===== src/core/tsr_pkg.sv =====
// Shared constants and types of the temperature sensor register block
package tsr_pkg;
   // Register pointer codes
   localparam logic [1:0] PTR_RESULT = 2'h0;
   localparam logic [1:0] PTR_CONTROL = 2'h1;
   localparam logic [1:0] PTR_LOWER = 2'h2;
   localparam logic [1:0] PTR_UPPER = 2'h3;
   // Control word field positions
   localparam int FLAG_BIT = 5;
   localparam int PERIOD_LO = 6;
   localparam int SLEEP_BIT = 8;
   localparam int LATCH_BIT = 9;
   localparam int SENSE_BIT = 10;
   localparam int FAULT_LO = 11;
   localparam int SHOT_BIT = 15;
   // Writable control bits; bit 4 is stored but kept as written
   localparam logic [15:0] CTRL_WMASK = 16'h9fd0;
   localparam logic [15:0] CTRL_ONES = 16'h4000;
   localparam logic [15:0] CTRL_RESET = 16'h40a0;
   localparam logic [15:0] LOWER_RESET = 16'h4b00;
   localparam logic [15:0] UPPER_RESET = 16'h5000;
   localparam logic [15:0] LIMIT_MASK = 16'hfff0;
   localparam logic [1:0] PERIOD_RESET = 2'h2;
   // Clock rate and timing
   localparam longint CLK_HZ = 10_000_000;
   localparam longint CONV_US = 34_000;
   localparam longint CONV_CYC = CONV_US * CLK_HZ / 1_000_000;
   localparam longint PER_4S_MS = 4000;
   localparam longint PER_1S_MS = 1000;
   localparam longint PER_250_MS = 250;
   localparam longint PER_125_MS = 125;
   localparam longint PER_4S_CYC = PER_4S_MS * CLK_HZ / 1000;
   localparam longint PER_1S_CYC = PER_1S_MS * CLK_HZ / 1000;
   localparam longint PER_250_CYC = PER_250_MS * CLK_HZ / 1000;
   localparam longint PER_125_CYC = PER_125_MS * CLK_HZ / 1000;
   // Link clock divider half period in system cycles
   localparam int LINK_HALF = 4;
   typedef enum logic [3:0] {
      TSR_IDLE = 4'b0001,
      TSR_SHIFT = 4'b0010,
      TSR_ACK = 4'b0100,
      TSR_DONE = 4'b1000
   } tsr_link_t;
   // Frame: write flag, pointer, 16 data bits, msb first
   localparam int FRAME_BITS = 19;
endpackage


===== src/core/tsr_link_if.sv =====
// Serial link between host and sensor: clock, frame select, data both ways
`timescale 1ns/10ps
`default_nettype none
interface tsr_link_if;
   logic link_clk;
   logic frame;
   logic host_dat;
   logic dev_dat;
   logic dev_dat_oe;
   logic over_temp;
   modport host (output link_clk, output frame, output host_dat, input dev_dat,
      input dev_dat_oe, input over_temp);
   modport dev (input link_clk, input frame, input host_dat, output dev_dat,
      output dev_dat_oe, output over_temp);
endinterface
`default_nettype wire


===== src/core/tsr_device.sv =====
// Sensor end: pointer, registers, conversion pacing and over-temperature filter
`timescale 1ns/10ps
`default_nettype none
module tsr_device #(
   parameter longint CONV_CYCLES = tsr_pkg::CONV_CYC,
   parameter longint P0_CYCLES = tsr_pkg::PER_4S_CYC,
   parameter longint P1_CYCLES = tsr_pkg::PER_1S_CYC,
   parameter longint P2_CYCLES = tsr_pkg::PER_250_CYC,
   parameter longint P3_CYCLES = tsr_pkg::PER_125_CYC
) (
   input wire logic clk,
   input wire logic srst,
   tsr_link_if.dev link,
   input wire logic [11:0] sensor_code,
   output logic conv_busy,
   output logic [7:0] pointer
);
   localparam int N = tsr_pkg::FRAME_BITS;
   logic [2:0] s_q;
   logic [2:0] s_rise;
   logic [15:0] ctrl;
   logic [15:0] lower;
   logic [15:0] upper;
   logic [15:0] result;
   logic flag_raw;
   logic latched;
   logic [2:0] run;
   logic [31:0] tick;
   logic first_done;
   logic [N-1:0] shreg;
   logic [4:0] bitcnt;
   logic [15:0] tx;
   logic dev_dat;
   logic dev_dat_oe;
   logic over_temp;
   logic rd_frame;
   logic tx_load;
   tsr_sync #(.W(3)) tsr_sync_inst (
      .clk(clk),
      .srst(srst),
      .d({link.link_clk, link.frame, link.host_dat}),
      .q(s_q),
      .rise(s_rise)
   );
   // Frame decode on sampled link
   wire frame_on = s_q[1];
   wire frame_end = ~s_q[1] & (bitcnt != 5'h0);
   wire sclk_rise = s_rise[2] & frame_on;
   wire is_write = shreg[N-1];
   wire [1:0] fptr = shreg[N-2:N-3];
   wire [15:0] fdata = shreg[15:0];
   wire wr_go = frame_end & (bitcnt == 5'(N)) & is_write;
   // Pointer bits are complete at the third link clock rise of every frame
   wire ptr_go = sclk_rise & (bitcnt == 5'h2);
   wire rd_go = frame_end & (bitcnt == 5'(N)) & ~is_write;
   // Current register image
   // Flag bit follows output sense so it matches the pin in comparator mode
   wire flag_bit = flag_raw ^ ctrl[tsr_pkg::SENSE_BIT];
   wire [15:0] ctrl_img = (ctrl & tsr_pkg::CTRL_WMASK) | tsr_pkg::CTRL_ONES
      | (16'(flag_bit) << tsr_pkg::FLAG_BIT);
   wire [15:0] rd_img = (pointer[1:0] == tsr_pkg::PTR_RESULT) ? result :
      (pointer[1:0] == tsr_pkg::PTR_CONTROL) ? ctrl_img :
      (pointer[1:0] == tsr_pkg::PTR_LOWER) ? lower : upper;
   // Conversion pacing
   wire [1:0] per_sel = ctrl[tsr_pkg::PERIOD_LO+:2];
   wire [31:0] period = (per_sel == 2'h0) ? 32'(P0_CYCLES) :
      (per_sel == 2'h1) ? 32'(P1_CYCLES) :
      (per_sel == 2'h2) ? 32'(P2_CYCLES) : 32'(P3_CYCLES);
   wire conv_end = conv_busy & (tick >= 32'(CONV_CYCLES) - 32'h1);
   wire due = ~conv_busy & (tick >= period - 32'(CONV_CYCLES) - 32'h1)
      & first_done;
   // Threshold filter
   wire [11:0] temp = sensor_code;
   wire above = $signed(temp) >= $signed(upper[15:4]);
   wire below = $signed(temp) <= $signed(lower[15:4]);
   wire qual = flag_raw ? above : below;
   wire [2:0] need = 3'(ctrl[tsr_pkg::FAULT_LO+:2]) + 3'h1;
   wire hit = conv_end & qual & (run + 3'h1 >= need);
   wire sense = ctrl[tsr_pkg::SENSE_BIT];
   wire latch_mode = ctrl[tsr_pkg::LATCH_BIT];
   // Flag level 1 idle; active level per output sense
   wire active_now = latch_mode ? latched : ~flag_raw;
   wire next_over_temp = sense ? active_now : ~active_now;
   // Link shift and register writes
   always_ff @(posedge clk) begin
      if (srst) begin
         shreg <= '0;
         bitcnt <= '0;
      end else if (frame_end) begin
         bitcnt <= '0;
      end else if (sclk_rise) begin
         shreg <= {shreg[N-2:0], s_q[0]};
         bitcnt <= bitcnt + 5'h1;
      end
   end
   always_ff @(posedge clk) begin
      if (srst) begin
         pointer <= 8'h00;
         ctrl <= tsr_pkg::CTRL_RESET;
         lower <= tsr_pkg::LOWER_RESET;
         upper <= tsr_pkg::UPPER_RESET;
      end else begin
         if (ptr_go) pointer <= {6'h00, shreg[0], s_q[0]};
         if (wr_go) begin
            pointer <= {6'h00, fptr};
            unique case (fptr)
               tsr_pkg::PTR_CONTROL: ctrl <= fdata & tsr_pkg::CTRL_WMASK;
               tsr_pkg::PTR_LOWER: lower <= fdata & tsr_pkg::LIMIT_MASK;
               tsr_pkg::PTR_UPPER: upper <= fdata & tsr_pkg::LIMIT_MASK;
               tsr_pkg::PTR_RESULT: ; // Read-only, dropped
            endcase
         end
      end
   end
   // Conversion timer: starts at reset release
   always_ff @(posedge clk) begin
      if (srst) begin
         conv_busy <= 1'b1;
         tick <= '0;
         first_done <= 1'b0;
      end else if (conv_end | due) begin
         conv_busy <= due;
         tick <= '0;
         first_done <= 1'b1;
      end else begin
         tick <= tick + 32'h1;
      end
   end
   // Result and filter update only at conversion end
   always_ff @(posedge clk) begin
      if (srst) begin
         result <= '0;
         flag_raw <= 1'b1;
         run <= '0;
      end else if (conv_end) begin
         result <= {temp, 4'h0};
         if (hit) begin
            flag_raw <= ~flag_raw;
            run <= '0;
         end else begin
            run <= qual ? run + 3'h1 : 3'h0;
         end
      end
   end
   // Latched event cleared by any read; set wins over clear
   always_ff @(posedge clk) begin
      if (srst) latched <= 1'b0;
      else if (hit) latched <= 1'b1;
      else if (rd_go | ctrl[tsr_pkg::SLEEP_BIT]) latched <= 1'b0;
   end
   // Read data shift: reload once this frame's pointer is in, shift on falling link clock
   wire sclk_fall = ~s_q[2] & frame_on & (bitcnt >= 5'h3);
   logic sclk_d;
   always_ff @(posedge clk) begin
      if (srst) begin
         tx <= '0;
         sclk_d <= 1'b0;
         dev_dat <= 1'b0;
         dev_dat_oe <= 1'b0;
         over_temp <= 1'b1;
         rd_frame <= 1'b0;
         tx_load <= 1'b0;
      end else begin
         sclk_d <= s_q[2];
         over_temp <= next_over_temp;
         tx_load <= ptr_go;
         // Write flag sits just above the first pointer bit at that edge
         if (ptr_go) rd_frame <= ~shreg[1];
         if (~frame_on) begin
            tx <= rd_img;
            dev_dat_oe <= 1'b0;
         end else if (tx_load) begin
            tx <= rd_img;
         end else if (sclk_fall & sclk_d & rd_frame) begin
            dev_dat <= tx[15];
            tx <= {tx[14:0], 1'b0};
            dev_dat_oe <= 1'b1;
         end
      end
   end
   assign link.dev_dat = dev_dat;
   assign link.dev_dat_oe = dev_dat_oe;
   assign link.over_temp = over_temp;
endmodule // tsr_device
`default_nettype wire


===== src/core/tsr_sync.sv =====
// Two-stage synchroniser plus rising-edge pulse for link inputs
`timescale 1ns/10ps
`default_nettype none
module tsr_sync #(
   parameter int W = 3
) (
   input wire logic clk,
   input wire logic srst,
   input wire logic [W-1:0] d,
   output logic [W-1:0] q,
   output logic [W-1:0] rise
);
   logic [W-1:0] meta;
   logic [W-1:0] prev;
   // First stage read only by the second
   always_ff @(posedge clk) begin
      if (srst) begin
         meta <= '0;
         q <= '0;
         prev <= '0;
      end else begin
         meta <= d;
         q <= meta;
         prev <= q;
      end
   end
   assign rise = q & ~prev;
endmodule // tsr_sync
`default_nettype wire


===== src/flat_wrapper.sv =====
// flat-port wrapper written by rule: the top's interface ports become plain ports
module tsr_device_flat 
#(
   parameter longint CONV_CYCLES = tsr_pkg::CONV_CYC,
   parameter longint P0_CYCLES = tsr_pkg::PER_4S_CYC,
   parameter longint P1_CYCLES = tsr_pkg::PER_1S_CYC,
   parameter longint P2_CYCLES = tsr_pkg::PER_250_CYC,
   parameter longint P3_CYCLES = tsr_pkg::PER_125_CYC
)
  (clk, srst, sensor_code, conv_busy, pointer, link_link_clk, link_frame, link_host_dat, link_dev_dat, link_dev_dat_oe, link_over_temp);
  tsr_link_if link_i ();
  input wire logic clk;
  input wire logic srst;
  input wire logic [11:0] sensor_code;
  output logic conv_busy;
  output logic [7:0] pointer;
  input wire logic [$bits(link_i.link_clk)-1:0] link_link_clk;
  input wire logic [$bits(link_i.frame)-1:0] link_frame;
  input wire logic [$bits(link_i.host_dat)-1:0] link_host_dat;
  output wire logic [$bits(link_i.dev_dat)-1:0] link_dev_dat;
  output wire logic [$bits(link_i.dev_dat_oe)-1:0] link_dev_dat_oe;
  output wire logic [$bits(link_i.over_temp)-1:0] link_over_temp;
  assign link_i.link_clk = link_link_clk;
  assign link_i.frame = link_frame;
  assign link_i.host_dat = link_host_dat;
  assign link_dev_dat = link_i.dev_dat;
  assign link_dev_dat_oe = link_i.dev_dat_oe;
  assign link_over_temp = link_i.over_temp;
  tsr_device #(.CONV_CYCLES(CONV_CYCLES), .P0_CYCLES(P0_CYCLES), .P1_CYCLES(P1_CYCLES), .P2_CYCLES(P2_CYCLES), .P3_CYCLES(P3_CYCLES)) u_core (.clk(clk), .srst(srst), .link(link_i), .sensor_code(sensor_code), .conv_busy(conv_busy), .pointer(pointer));
endmodule

===== config.mk =====
export PLATFORM = sky130hd
export DESIGN_NAME = tsr_device_flat
export DESIGN_NICKNAME = d
export VERILOG_FILES = /design/src/core/tsr_pkg.sv /design/src/core/tsr_link_if.sv /design/src/core/tsr_device.sv /design/src/core/tsr_sync.sv /design/src/flat_wrapper.sv
export SDC_FILE = /design/constraint.sdc
export NUM_CORES = 1
export LEC_CHECK = 0
export BUFFER_PORTS_ARGS = -buffer_cell sky130_fd_sc_hd__buf_2
export CORE_ASPECT_RATIO = 1.25
export CORE_UTILIZATION = 62
export CTS_CLUSTER_DIAMETER = 120
export DETAILED_ROUTE_END_ITERATION = 16
export GPL_TIMING_DRIVEN = 0
export PLACE_DENSITY = 0.8
export REMOVE_ABC_BUFFERS = 1
export SLEW_MARGIN = 15
export SYNTH_ARGS = -nofsm -noshare
export SYNTH_HDL_FRONTEND = slang
export SYNTH_SLANG_ARGS = --single-unit
export TNS_END_PERCENT = 30

===== constraint.sdc =====
create_clock -name clk -period 3.9 [get_ports clk]
set_clock_uncertainty 0.05 [all_clocks]
set_input_delay 0.39 -clock clk [delete_from_list [all_inputs] [get_ports clk]]
set_output_delay 0.39 -clock clk [all_outputs]
set_load 0.02 [all_outputs]

; Yosys cells after proc, flatten, opt, wreduce, memory -nomap -nowiden
; Index checks and enable logic that the tools add are counted.
[word_totals]
ff_bits = 143
in_bits = 17
out_inout_bits = 12
elab_cells = 108
[classes]
add_sub_neg = 6
n_lt_le_gt_ge = 6
eq_ne = 10
muxes = 18
n_bitwise = 30
n_reduce_logical = 15
[op_table]
columns = cell, n
row1 = 16-bit 2-to-1 mux, 6
row2 = 32-bit 2-to-1 mux, 2
row3 = "32-bit by 1-bit adder with 32-bit output, second input constant", 1
row4 = "32-bit by 19-bit greater-or-equal comparator with 1-bit output, second input constant", 1
row5 = 32-bit greater-or-equal comparator, 1
row6 = "32-bit by 1-bit subtractor with 32-bit output, second input constant", 1
row7 = "32-bit by 19-bit subtractor with 32-bit output, second input constant", 1
row8 = 22-bit 2-to-1 mux, 1
row9 = 16-bit by 6-bit OR with 16-bit output, 1
row10 = 1-bit bitwise AND, 15
row11 = 12-bit greater-or-equal comparator, 1
row12 = 12-bit less-or-equal comparator, 1
row13 = 2-bit AND reduction, 6
row14 = 1-bit NOT, 9
row15 = "2-bit equality test, second input constant", 4
row16 = "2-bit by 1-bit equality test with 1-bit output, second input constant", 3
row17 = 3-bit 2-to-1 mux, 2
row18 = 2-bit OR reduction, 3
row19 = "5-bit by 1-bit adder with 5-bit output, second input constant", 1
row20 = "5-bit by 2-bit equality test with 1-bit output, second input constant", 1
row21 = "5-bit equality test, second input constant", 1
row22 = "5-bit by 2-bit greater-or-equal comparator with 1-bit output, second input constant", 1
row23 = 1-bit 2-to-1 mux, 5
row24 = 5-bit nonzero test, 1
row25 = 12 further kinds, 16

; Depth between registers and ports, before layout
[logic_depth]
depth_word = 11
depth_mapped = 14
ltp_nobuf = 12

; By module
; Synthesis repeated with hierarchy kept, for this count alone.
[hier_totals]
cells_unflattened = 813
area_unflattened_um2 = 7159.4
[by_module_without_submodules]
columns = mod, instances, cells_each, area_per_inst_um2, seq_area_each_um2
row1 = tsr_device, 1, 792, 6904.1, 2562.5
row2 = tsr_sync, 1, 21, 255.2, 180.2

; Worst setup path after synthesis
; Ideal clock, no wire load.
[synth_timing]
path_type = register to register
from = reg u_core.ctrl[7]
to = reg u_core.tick[19]
setup_time_ps = 64
arrival_time_ps = 2734
required_time_ps = 3786
path_slack_ps = 1052
path_stages_with_launch = 14
path_buffers = 3
synth_period_minus_slack_ps = 2848
path_cell_list = dfxtp_1 inv_1 ha_1 ha_1 a21oi_1 o21ai_0 a211oi_1 o21ai_0 or3b_1 buf_2 or2_1 buf_6 buf_6 nor2_1
[synth_between]
elab_chain_cells = 11
word_cells_on_any_way = 13
cone_classes = 2 x add/sub / 1 x order compare / 2 x eq/ne / 3 x mux / 3 x bitwise / 2 x reduce/logical
[synth_rtl]
columns = item, line
row1 = start: declaration, tsr_device.sv:21  ; logic [15:0] ctrl;
row2 = start signal: assignment, tsr_device.sv:99  ; ctrl <= tsr_pkg::CTRL_RESET;
row3 = start signal: assignment, tsr_device.sv:107  ; tsr_pkg::PTR_CONTROL: ctrl <= fdata & tsr_pkg::CTRL_WMASK;
row4 = 2-bit equality test, tsr_device.sv:68  ; (per_sel == 2'h2) ? 32'(P2_CYCLES) : 32'(P3_CYCLES);
row5 = 22-bit 2-to-1 mux, tsr_device.sv:68
row6 = 32-bit 2-to-1 mux, tsr_device.sv:67  ; (per_sel == 2'h1) ? 32'(P1_CYCLES) :
row7 = 32-bit 2-to-1 mux *, tsr_device.sv:66  ; wire [31:0] period = (per_sel == 2'h0) ? 32'(P0_CYCLES) :
row8 = 32-bit by 19-bit subtractor with 32-bit output *, tsr_device.sv:70  ; wire due = ~conv_busy & (tick >= period - 32'(CONV_CYCLES) - 32'h1)
row9 = 32-bit by 1-bit subtractor with 32-bit output *, tsr_device.sv:70
row10 = 32-bit greater-or-equal comparator *, tsr_device.sv:70
row11 = 1-bit bitwise AND *, tsr_device.sv:70
row12 = 1-bit bitwise AND *, tsr_device.sv:71  ; & first_done;
row13 = 1-bit OR *, tsr_device.sv:121  ; end else if (conv_end | due) begin
row14 = 2-bit OR reduction (no line) *, --
row15 = end signal: assignment, tsr_device.sv:126  ; tick <= tick + 32'h1;
row16 = end: declaration, tsr_device.sv:28  ; logic [31:0] tick;
; Mark *: on every way between the ends. The rest lies on a longest branch, timed or not.
; A chain may end at the register's enable or synchronous reset.

; Worst setup path after layout
[layout_timing]
from = reg u_core.tick[0]
to = reg u_core.tick[14]
[layout_between]
elab_chain_cells = 5
word_cells_on_any_way = 8
cone_classes = 1 x add/sub / 2 x order compare / 4 x bitwise / 1 x reduce/logical
[layout_rtl]
columns = item, line
row1 = 32-bit greater-or-equal comparator, tsr_device.sv:70
row2 = 1-bit bitwise AND, tsr_device.sv:70
row3 = 1-bit bitwise AND, tsr_device.sv:71
row4 = 1-bit OR, tsr_device.sv:121
row5 = 2-bit OR reduction (no line), --
; Parallel ways exist; a longest one is shown, timed or not.

==> results.cfg <==
[outcome]
status = complete, no violations

[critical_path]
start_kind = flip-flop
worstSetupStartpoint = u_core.tick[0]
crit_type = reg2reg
rr_startpoint = u_core.tick[0]
cp_data_required_time_ns = 4.18
r2r_end = u_core.tick[14]
timing.critical_path.to_type = flip-flop
logic_depth_of_the_worst_register_to_register_path = 8
critPathMaxFanout = 27
crit_end = u_core.tick[14]
r2r_setup_slack_ns = 0.28
cp.arrival_ns = 3.90

[floorplan]
floorplan.initialDensity_pct = 64.2
floorplan.die_area_sq_mm = 0.0115
floorplan.die.height_um = 120
io_pins = 29
placement_rows = 42
chipWidth_um = 96.0
core_sq_mm = 0.0107

[placed_design]
routability_congestion_estimate_from_global_placement = 0.916
dpl.hpwl_um = 11000
placement.setup.worst_slack_ns = 0.244
detailed_place.area_sq_mm = 0.00699
portBuffers = 22

[sta]
setup_tns_ns = 0
fin_ws_ns = 0.280
fmaxAchievable_ghz = 0.276
timing.final.hold_violations = 0
max-slew-margin-rel_pct = 21.1
final.period_utilization_pct = 92.8
worst_slew_pin_slew_ns = 1.18
timing_max_transition_violations_final = 0
setup_viol_count_final = 0
rsz_0062_raised_after_global_routing = no
final_period_minus_worst_setup_slack_ns = 3.62

[routing]
firstDrtPassIters = 5
wl_met2_um = 8200
wl_met1_um = 6080
routed-wl-met3_um = 651
route.antenna.remaining_nets = 0
routed_vias_inst = 5.84
detail_route.drc_violations = 0
routed.top_layer = met4
finalWirelength_um = 15600
first_iter_violations = 295
route.vias.total = 5557
routedWlPerCell_um = 16.4

[global_routing]
grt_start_max_net_pins = 82
first_global_vias = 5523
grt_first_pass_wirelength_um = 25200
grt_antenna_before_repair = 0
global_route.usage.total_pct = 28.7
globalRouteOverflowTotal = 0

[pwr]
power_density_mw_per_mm2 = 399
max_vdd_drop_mv = 0.260
p_total_w = 0.00302
p_leak_nw = 2.99

[layout]
layout.cell_area.non_filler_sq_mm = 0.00757
diodes = 0
share_of_final_layout_standard_cells_stronger_than_drive_strength_1_pct = 9.65
finish.net_count = 885
post_synthesis_to_final_layout_area_growth_pct = 10.5
finish.utilization_pct = 71.0

[synth]
ys_dominant_reg_cell = sky130_fd_sc_hd__dfxtp_1
yosysTopAreaCellShare_pct = 39.1
synth-seq-cells = 134
post-synth-top-area-cell = sky130_fd_sc_hd__dfxtp_1
synth_common_cells = sky130_fd_sc_hd__dfxtp_1, sky130_fd_sc_hd__nor2_1, sky130_fd_sc_hd__nand2_1
synth_adder_area_share_pct = 11.3
synth-seq-area-share_pct = 39.1
number_of_enable_flip_flop_cells_after_synthesis = 0
yosys.area_share.xor_xnor_pct = 4.73
yosys_warnings = 0
synth_mux_area_share_pct = 6.96
complex_gate_fraction_of_the_synthesized_area_pct = 11.6
synthesis.area_sq_mm = 0.00685
post_synthesis_cell_count = 800
main_combinational_cell_family_by_area_after_synthesis = simple AND/OR/NAND/NOR gates
synthesis.area_per_instance_sq_um = 8.57
yosys.cell_types.count = 55
post_synth_main_area_contributors = sky130_fd_sc_hd__dfxtp_1, sky130_fd_sc_hd__ha_1, sky130_fd_sc_hd__nor2_1
synthMostInstantiatedCell = sky130_fd_sc_hd__dfxtp_1
simple_logic_cell_fraction_of_the_synthesized_area_pct = 20.9
async_reset_ff_share_pct = 0

[clock_tree]
cts.reportedPaths.clkPinSlew_ns = 0.06
cts.repair_timing.setup_buffer_count = 0
cts_root_buffer = sky130_fd_sc_hd__clkbuf_16
ctsLongestPathBuffers = 2
ctsResizeCount = 0
tritoncts.num_buffers = 17
clock_latency_ns = 0.41
count_of_hold_fix_buffers_inserted_at_cts = 0
cts.htree.levels = 4
clock_sink_count = 134
clock_tree_from_tritoncts = yes

[job]
maxCapViolations = 0

[min_path]
timing.hold.worst.class = in2reg
-- worst max-delay path, stage by stage (launching register included) --
cell,delay [ns]
sky130_fd_sc_hd__dfxtp_1,0.33
sky130_fd_sc_hd__ha_1,0.24
sky130_fd_sc_hd__and3_1,0.23
sky130_fd_sc_hd__a2111oi_0,0.44
sky130_fd_sc_hd__a31oi_1,0.22
sky130_fd_sc_hd__o21ai_4,0.66
sky130_fd_sc_hd__or3b_1,0.52
sky130_fd_sc_hd__or2_1,0.62
sky130_fd_sc_hd__nor2_1,0.22
-- layer usage --
metal	track usage, %	vias up
met3	5.58	52
met2	51.5	143
met4	14.6	0
met5	0	-
li1	-	2738
met1	31.3	2624
-- how the worst min path moves through the flow --
stage / slack, ns / endpoint / from / cells after the start
2_1_floorplan: 0.36 / u_core.tsr_sync_inst.q[0] / u_core.tsr_sync_inst.meta[0] / 1
3_3_place_gp: 0.37 / u_core.tsr_sync_inst.q[1] / u_core.tsr_sync_inst.meta[1] / 1
3_5_place_dp: 0.38 / u_core.tsr_sync_inst.q[0] / u_core.tsr_sync_inst.meta[0] / 1
4_1_cts: 0.12 / u_core.tsr_sync_inst.meta[2] / link_link_clk / 2
5_1_grt: 0.13 / u_core.tsr_sync_inst.meta[0] / link_host_dat / 2
6_report: 0.13 / u_core.tsr_sync_inst.meta[2] / link_link_clk / 2
-- cell usage in the layout, fill, tap and decap left out, types with 7 or more instances in the layout --
cell type                   count
sky130_fd_sc_hd__nand2_1      111
sky130_fd_sc_hd__a22oi_1        8
sky130_fd_sc_hd__a21oi_1       69
sky130_fd_sc_hd__nor2_1       113
sky130_fd_sc_hd__nand4_1       21
sky130_fd_sc_hd__a211oi_1       7
sky130_fd_sc_hd__mux2i_1       24
sky130_fd_sc_hd__dfxtp_1      134
sky130_fd_sc_hd__inv_1         41
sky130_fd_sc_hd__nor3_1         7
sky130_fd_sc_hd__a211o_1        8
sky130_fd_sc_hd__conb_1         7
sky130_fd_sc_hd__mux4_2        10
sky130_fd_sc_hd__nor2b_1       14
sky130_fd_sc_hd__o21ai_0       10
sky130_fd_sc_hd__ha_1          62
sky130_fd_sc_hd__xor2_1        27
sky130_fd_sc_hd__clkbuf_16     17
sky130_fd_sc_hd__buf_2         21
sky130_fd_sc_hd__nand3_1       17
sky130_fd_sc_hd__xnor2_1       10
-- flip-flops by register name (all words and copies together), names as in the netlist, 2 cells and up --
signal                     cells
u_core.pointer                 2
u_core.shreg                  19
u_core.upper                  12
u_core.bitcnt                  5
u_core.result                 12
u_core.tsr_sync_inst.meta      3
u_core.ctrl                    9
u_core.lower                  12
u_core.run                     3
u_core.tx                     12
u_core.tsr_sync_inst.q         3
u_core.tick                   32
-- through the flow --
step,cells,hold slack (ns)
floorplan,763,0.364
global placement,917,0.366
detailed placement,919,0.378
CTS,951,0.122
global route,951,0.131
finish,951,0.134
-- power breakdown --
group | internal [W] | switching, W
registers | 0.00138 | 0.00000521
logic | 0.0000325 | 0.0000613
clock network | 0.000938 | 0.000609
total | 0.00235 | 0.000676
-- layout make-up --
| type | count | area (sq um) |
|---|---|---|
| multi-input cells | 588 | 3840 |
| fillers | 820 | 3090 |
| flip-flops and latches | 134 | 2680 |
| clock buffers | 21 | 470 |
| well taps | 132 | 165 |
| inverters | 41 | 154 |
| repair buffers | 24 | 151 |
| clock inverters | 11 | 113 |
-- cell families (layout without fill, tap and decap cells) --
group	Yosys count	after routing
buf+inv	83	97
compound gates	128	128
flops	134	134
mux	35	35
xor+xnor	37	37
simple gates	319	319
fa+ha+maj	62	62
other cells	2	7
No activity file was read; power rests on OpenSTA's default activity.
